File: config.mk
export PLATFORM = sky130hd
export DESIGN_NAME = rf_status_readout
export DESIGN_NICKNAME = d
export VERILOG_FILES = /design/src/rtl/rf_status_pkg.sv /design/src/rtl/rf_status_readout.sv
export SDC_FILE = /design/constraint.sdc
export NUM_CORES = 1
export LEC_CHECK = 0
export BUFFER_PORTS_ARGS = -buffer_cell sky130_fd_sc_hd__buf_2
export CORE_ASPECT_RATIO = 1.75
export CORE_MARGIN = 10
export CORE_UTILIZATION = 49
export DETAILED_ROUTE_END_ITERATION = 10
export GPL_TIMING_DRIVEN = 0
export HOLD_SLACK_MARGIN = 0.06
export PLACE_DENSITY = 0.85
export SKIP_LAST_GASP = 1
export SLEW_MARGIN = 20
export SYNTH_ARGS = -nofsm -noshare
export SYNTH_HDL_FRONTEND = slang
export SYNTH_SLANG_ARGS = --single-unit
export TNS_END_PERCENT = 1
File: constraint.sdc
create_clock -name clk_i -period 1.6 [get_ports clk_i]
set_clock_uncertainty 0.15 [all_clocks]
set_input_delay 0.32 -clock clk_i [delete_from_list [all_inputs] [get_ports clk_i]]
set_output_delay 0.32 -clock clk_i [all_outputs]
set_load 0.01 [all_outputs]
File: src/rtl/rf_status_pkg.sv
// constants for the status and test readout register bank
// assumes an 8-bit register port with 7-bit addresses and one clock
// Function
// - calibration-done status bit 7 clears when calibration starts and sets when it ends.
// - status bit 6 sets when lock fails during the automatic power-up sequence.
// - status bit 5 shows the raw instantaneous lock indication.
// - status bit 4 shows lock per the selected lock-window accuracy.
// - status bit 3 is carrier present when signal strength exceeds the threshold.
// - status bits 2, 1, 0 show the lock, data clock and data io pin levels.
// - the init flags register holds eight sub-block reset-complete flags.
// - signal strength reads a 7-bit value in bits 6:0 with bit 7 zero.
// - averaged frequency offset reads an 8-bit signed decision level.
// - instantaneous frequency offset reads a signed 8-bit value.
// - cal pump readout gives cal dac in 7:4 and pump current in 3:0.
// - revision readout gives chip revision in 7:5 and osc array in 4:0.
// - osc cal readout gives comparators in 7 and 6 and cal current in 5:0.
// - converter readout gives mixer input 7:6, in-phase 5:3, quadrature 2:0.
// - channel filter readout gives the top eight in-phase bits.
// - amp override holds three 2-bit stage overrides, reset 0, reserved 7:6.
package rf_status_pkg;
  localparam int ADDR_W = 7;
  localparam int DATA_W = 8;

  // ==========================================================
  // register offsets
  localparam logic [6:0] AMP_STAGE_OVERRIDE_ADDR  = 7'h27;
  localparam logic [6:0] PLL_RX_FLAGS_ADDR        = 7'h40;
  localparam logic [6:0] SUBBLOCK_INIT_FLAGS_ADDR = 7'h41;
  localparam logic [6:0] SIGNAL_STRENGTH_ADDR     = 7'h42;
  localparam logic [6:0] FREQ_OFFSET_AVG_ADDR     = 7'h43;
  localparam logic [6:0] FREQ_OFFSET_INSTANT_ADDR = 7'h44;
  localparam logic [6:0] CAL_PUMP_ADDR            = 7'h45;
  localparam logic [6:0] REV_OSC_ARRAY_ADDR       = 7'h46;
  localparam logic [6:0] OSC_CAL_ADDR             = 7'h47;
  localparam logic [6:0] CONVERTER_SAMPLE_ADDR    = 7'h48;
  localparam logic [6:0] CHAN_FILTER_I_ADDR       = 7'h49;

  // ==========================================================
  // reset values and fields
  localparam logic [7:0] AMP_OVERRIDE_RESET  = 8'h00;
  localparam logic [7:0] AMP_OVERRIDE_MASK   = 8'h3F;
  localparam logic [7:0] FREQ_AVG_RESET      = 8'h01;
  localparam logic [7:0] ZERO_BYTE           = 8'h00;
  localparam logic [2:0] CHIP_REVISION_VALUE = 3'h2; // arbitrary value
endpackage

File: src/rtl/rf_status_readout.sv
// status and test readout register bank of the transceiver
// assumes analog/core status inputs are asynchronous and are synchronised
// here; the register port is synchronous to clk_i
`timescale 1ns/1ns
module rf_status_readout #(
  parameter logic [2:0] CHIP_REVISION = rf_status_pkg::CHIP_REVISION_VALUE
) (
  input  wire logic       clk_i,
  input  wire logic       reset_n_i,
  input  wire logic [6:0] addr_i,
  input  wire logic [7:0] wdata_i,
  input  wire logic       wr_i,
  input  wire logic       rd_i,
  output logic      [7:0] rdata_o,
  input  wire logic       cal_start_i,
  input  wire logic       cal_end_i,
  input  wire logic       powerup_lock_fail_i,
  input  wire logic       lock_now_i,
  input  wire logic       lock_filtered_i,
  input  wire logic [6:0] signal_strength_i,
  input  wire logic [6:0] carrier_threshold_i,
  input  wire logic       lock_pin_i,
  input  wire logic       data_clock_pin_i,
  input  wire logic       data_io_pin_i,
  input  wire logic [7:0] init_ok_i,
  input  wire logic [7:0] freq_offset_avg_i,
  input  wire logic [7:0] freq_offset_instant_i,
  input  wire logic [3:0] cal_dac_i,
  input  wire logic [3:0] pump_current_value_i,
  input  wire logic [4:0] osc_array_value_i,
  input  wire logic       phase_freq_comp_i,
  input  wire logic       osc_current_comparator_i,
  input  wire logic [5:0] osc_cal_current_value_i,
  input  wire logic [1:0] converter_mix_i,
  input  wire logic [2:0] converter_i_i,
  input  wire logic [2:0] converter_q_i,
  input  wire logic [7:0] chan_filter_i_i,
  output logic      [1:0] amp_stage1_override_o,
  output logic      [1:0] amp_stage2_override_o,
  output logic      [1:0] amp_stage3_override_o
);

  localparam int SYN_W = 83;

  // ==========================================================
  // input synchronisers
  logic [SYN_W-1:0] raw_in;
  logic [SYN_W-1:0] sync_a;
  logic [SYN_W-1:0] sync_b;

  assign raw_in = {cal_start_i, cal_end_i, powerup_lock_fail_i, lock_now_i,
                   lock_filtered_i, signal_strength_i, carrier_threshold_i,
                   lock_pin_i, data_clock_pin_i, data_io_pin_i, init_ok_i,
                   freq_offset_avg_i, freq_offset_instant_i, cal_dac_i,
                   pump_current_value_i, osc_array_value_i,
                   phase_freq_comp_i, osc_current_comparator_i,
                   osc_cal_current_value_i, converter_mix_i, converter_i_i,
                   converter_q_i, chan_filter_i_i};

  // multi-bit values may tear for one sample; readouts are diagnostic only
  always_ff @(posedge clk_i or negedge reset_n_i) begin
    if (!reset_n_i) begin
      sync_a <= '0;
      sync_b <= '0;
    end else begin
      sync_a <= raw_in;
      sync_b <= sync_a;
    end
  end

  logic       s_cal_start;
  logic       s_cal_end;
  logic       s_lock_fail;
  logic       s_lock_now;
  logic       s_lock_filt;
  logic [6:0] s_strength;
  logic [6:0] s_threshold;
  logic [2:0] s_pins;
  logic [7:0] s_init;
  logic [7:0] s_avg;
  logic [7:0] s_inst;
  logic [7:0] s_cal_pump;
  logic [4:0] s_osc_array;
  logic [7:0] s_osc_cal;
  logic [7:0] s_conv;
  logic [7:0] s_filt;

  assign {s_cal_start, s_cal_end, s_lock_fail, s_lock_now, s_lock_filt,
          s_strength, s_threshold, s_pins, s_init, s_avg, s_inst,
          s_cal_pump, s_osc_array, s_osc_cal, s_conv, s_filt} = sync_b;

  // ==========================================================
  // status flags
  logic       cal_done;
  logic       lock_fail_seen;
  logic       avg_valid;

  // a fresh start beats an end seen in the same cycle
  always_ff @(posedge clk_i or negedge reset_n_i) begin
    if (!reset_n_i) begin
      cal_done <= 1'b0;
    end else if (s_cal_start) begin
      cal_done <= 1'b0;
    end else if (s_cal_end) begin
      cal_done <= 1'b1;
    end
  end

  // sticky until the next calibration start, which begins a new sequence
  always_ff @(posedge clk_i or negedge reset_n_i) begin
    if (!reset_n_i) begin
      lock_fail_seen <= 1'b0;
    end else if (s_lock_fail) begin
      lock_fail_seen <= 1'b1;
    end else if (s_cal_start) begin
      lock_fail_seen <= 1'b0;
    end
  end

  // averaged offset reads its reset value until the filter has reset
  always_ff @(posedge clk_i or negedge reset_n_i) begin
    if (!reset_n_i) begin
      avg_valid <= 1'b0;
    end else begin
      avg_valid <= s_init[4];
    end
  end

  // ==========================================================
  // register views
  logic [7:0] status_view;
  logic [7:0] avg_view;

  always_comb begin
    status_view = {cal_done,
                   lock_fail_seen,
                   s_lock_now,
                   s_lock_filt,
                   s_strength > s_threshold,
                   s_pins};
    avg_view = avg_valid ? s_avg : rf_status_pkg::FREQ_AVG_RESET;
  end

  // ==========================================================
  // override register
  logic [7:0] amp_override;

  always_ff @(posedge clk_i or negedge reset_n_i) begin
    if (!reset_n_i) begin
      amp_override <= rf_status_pkg::AMP_OVERRIDE_RESET;
    end else if (wr_i && addr_i == rf_status_pkg::AMP_STAGE_OVERRIDE_ADDR) begin
      // reserved bits are dropped so they always read zero
      amp_override <= wdata_i & rf_status_pkg::AMP_OVERRIDE_MASK;
    end
  end

  always_ff @(posedge clk_i or negedge reset_n_i) begin
    if (!reset_n_i) begin
      amp_stage1_override_o <= 2'h0;
      amp_stage2_override_o <= 2'h0;
      amp_stage3_override_o <= 2'h0;
    end else begin
      amp_stage1_override_o <= amp_override[5:4];
      amp_stage2_override_o <= amp_override[3:2];
      amp_stage3_override_o <= amp_override[1:0];
    end
  end

  // ==========================================================
  // read port; other writes fall through with no effect
  logic [7:0] next_rdata;

  always_comb begin
    unique case (addr_i)
      rf_status_pkg::AMP_STAGE_OVERRIDE_ADDR:  next_rdata = amp_override;
      rf_status_pkg::PLL_RX_FLAGS_ADDR:        next_rdata = status_view;
      rf_status_pkg::SUBBLOCK_INIT_FLAGS_ADDR: next_rdata = s_init;
      rf_status_pkg::SIGNAL_STRENGTH_ADDR:
        next_rdata = {1'b0, s_strength};
      rf_status_pkg::FREQ_OFFSET_AVG_ADDR:     next_rdata = avg_view;
      rf_status_pkg::FREQ_OFFSET_INSTANT_ADDR: next_rdata = s_inst;
      rf_status_pkg::CAL_PUMP_ADDR:            next_rdata = s_cal_pump;
      rf_status_pkg::REV_OSC_ARRAY_ADDR:
        next_rdata = {CHIP_REVISION, s_osc_array};
      rf_status_pkg::OSC_CAL_ADDR:             next_rdata = s_osc_cal;
      rf_status_pkg::CONVERTER_SAMPLE_ADDR:    next_rdata = s_conv;
      rf_status_pkg::CHAN_FILTER_I_ADDR:       next_rdata = s_filt;
      default:                                 next_rdata = rf_status_pkg::ZERO_BYTE;
    endcase
  end

  // reads are pure; nothing above depends on rd_i
  always_ff @(posedge clk_i or negedge reset_n_i) begin
    if (!reset_n_i) begin
      rdata_o <= rf_status_pkg::ZERO_BYTE;
    end else if (rd_i) begin
      rdata_o <= next_rdata;
    end else begin
      rdata_o <= rf_status_pkg::ZERO_BYTE;
    end
  end

endmodule

==> metrics.txt <==
post-route setup slack=-58.3 ps; Post-Syn Instances=378; crit path kind=flip-flop to flip-flop; Layout Cells excl Fill=754; Setup violations, final=1; Worst VDD drop=885 uV; top-area cell type share of the netlist area=0.794; full die area=17100 sq um; Post-synth top cells=dfrtp_1 (189), nand2_1 (19), inv_1 (17); Initial Util=0.499; number of flops mapped to enable cells by yosys=0; CTS Root Buffer Type=clkbuf_16; total grt overflow=0; crit path max fanout=2; CP Launch Type=flip-flop; via count=3825; Buf/Inv on CP=0; H-tree levels=4; cts bufs inserted=17; Levels on crit path=5; largest net degree at the start of global routing=113; required time of the worst setup path=1780 ps; Slew Limit Fails=0; ys flop type=dfrtp_1; Die W=103 um; GRT Resource Usage Total=0.185; Nets=712; syn_nets=487; CTS Sinks=189; WP data arrival=1830 ps; final WL=15100 um; vias in the first global route=4395; fin crit share=1.04; ys async rst share=1.00; DR pass1 iterations=5; Synth Register Bits=189; origin of the critical flop-to-flop path=sync_b[75]; post-route ant nets=0; Clock Path Buffers=2; storage element area=4730 sq um; row cnt=53; Reg2Reg Depth=5; CP peak stage delay=430 ps; pwr/cell area=1200 nW/um^2; placed instance area=6720 sq um; status=finished with violations; worst slack at placement=-605 ps; most frequent cell after synthesis=dfrtp_1; share of cells above drive strength 1=0.279; Hold Path Class=primary input to flip-flop; # IOs=116; failing checks=negative setup slack; Crit. End Element=flip-flop; CORE AREA=11900 sq um; Critical Path, Cell by Cell=ha_4, a21oi_2, o21ai_0, o21ai_1, a41oi_1; Max Clock Freq=603 MHz; RePlAce Congestion=0.873; Worst Hold Path Cells=4; Critical-path top delay cell=dfrtp_1; PortBufs=111; worst-margin pin slew=613 ps; Area Growth Syn to Fin=39.7%; via/cell ratio=5.07; warnings from Yosys=0; initial antenna violation count=1; RSZ-0062 raised after global routing=yes; worst-skew pair later-pin latency=430 ps; Final Total Pwr=9960 uW; # Max-Cap Violations=0; final hold viol count=0; Fill cells=776; final instance area=8320 sq um; count of cell types in the netlist=49; chip height=166 um; Netlist Area Pre-Place=5950 sq um; first-pass GRT wire length=23700 um; CP top delay family=compound AO/OA/AOI/OAI gates; register area share after synthesis=0.794; synth top area cells=dfrtp_1 (79%), ha_1 (1.5%), mux2i_1 (1.3%), o21ai_0 (1.3%), nand2_1 (1.2%); Syn Area/Cell=15.8 sq um; Placed Cells incl. Taps=627; DR iter-0 viols=284; Tmin final=1660 ps; CTS tree=built; DR DRC count=0; Hold Crit Start=addr_i[5]; routed len/inst=20.1 um; Worst setup startpoint=sync_b[75]; Leak Pwr=0.00388 uW; Final Hold Slack=185 ps; CTS clk-pin slew, worst paths=70 ps; post-synth top area cell=dfrtp_1; multi-input logic area=1140 sq um; relative slew slack=0.589; DP HPWL=9330 um
flip-flops by register name, summed over array words and instances, names as in the netlist, 2 cells and up:
name,cells
sync_a,83
sync_b,83
rdata_o,8
amp_override,6
amp_stage1_override_o,2
amp_stage2_override_o,2
amp_stage3_override_o,2
worst paths after layout:
path / end / slack (ps)
max: rdata_o[3] / -60
min: rdata_o[1] / 180
max reg2reg: rdata_o[3] / -60
min reg2reg: sync_b[39] / 200
max in group asynchronous: sync_a[17] / 210
min in group asynchronous: sync_a[18] / 310
cell type report:
class | instances | share of cell area
Clock inverter | 11 | 0.0150
Sequential cell | 189 | 0.569
Inverter | 17 | 0.00767
Antenna cell | 1 | 0.000301
Timing Repair Buffer | 207 | 0.186
Multi-Input combinational cell | 158 | 0.138
Clock buffer | 21 | 0.0554
Buffer | 13 | 0.00827
Tap cell | 137 | 0.0206
layout by cell type (no fill, tap or decap), drive strengths merged, types with 7 or more instances in the layout:
master | netlist | layout
clkbuf | 6 | 29
mux2i | 8 | 8
inv | 17 | 22
nor2 | 12 | 12
dfrtp | 189 | 189
dlygate4sd3 | 0 | 90
nand3 | 13 | 13
a21oi | 13 | 13
buf | 8 | 122
nand2 | 19 | 19
mux2 | 8 | 8
ha | 7 | 7
o21ai | 17 | 17
per-stage QoR:
step	setup TNS, ps	util
detailed placement	-7470	0.563
finish	-58.3	0.697
floorplan	-1480	-
CTS	-413	0.689
global placement	-473020	0.560
global route	-836	0.697
layer usage:
metal | vias to the layer above | wire length, um | global-route usage
li1 | 1753 | - | -
met1 | 1889 | 5220 | 0.191
met2 | 150 | 8580 | 0.327
met3 | 33 | 798 | 0.0483
met4 | 0 | 539 | 0.0930
met5 | - | 0 | 0
power by group:
part           internal [uW]  switching, uW  leakage [uW]
Combinational            356            338       0.00135
Sequential              5020           99.1       0.00224
Clock                   2280           1870      0.000280
Total                   7650           2310       0.00388
timing repair:
action	4_1_cts	5_1_grt
buffers inserted	2	2
pin swaps	1	3
endpoints found under the hold margin	166	0
setup endpoints to repair	12	126
gates cloned	0	1
gates resized for setup	0	14
hold buffers	90	0
logic make-up (layout without fill, tap and decap cells):
kind of cell	count (synthesis)	after routing	synth area share
flip-flops	189	189	0.794
adder cells (fa/ha/maj)	7	7	0.0147
AO/OA/AOI/OAI	62	62	0.0683
other	0	1	0
AND/OR/NAND/NOR	73	73	0.0719
multiplexers	16	16	0.0286
buffers and inverters	31	269	0.0223
worst reg2reg max path: stages (launching register included):
cell and delay (ps):
dfrtp_1 430, ha_4 290, a21oi_2 50, o21ai_0 240, o21ai_1 140, a41oi_1 250
Power figures use the tool's default switching activity.
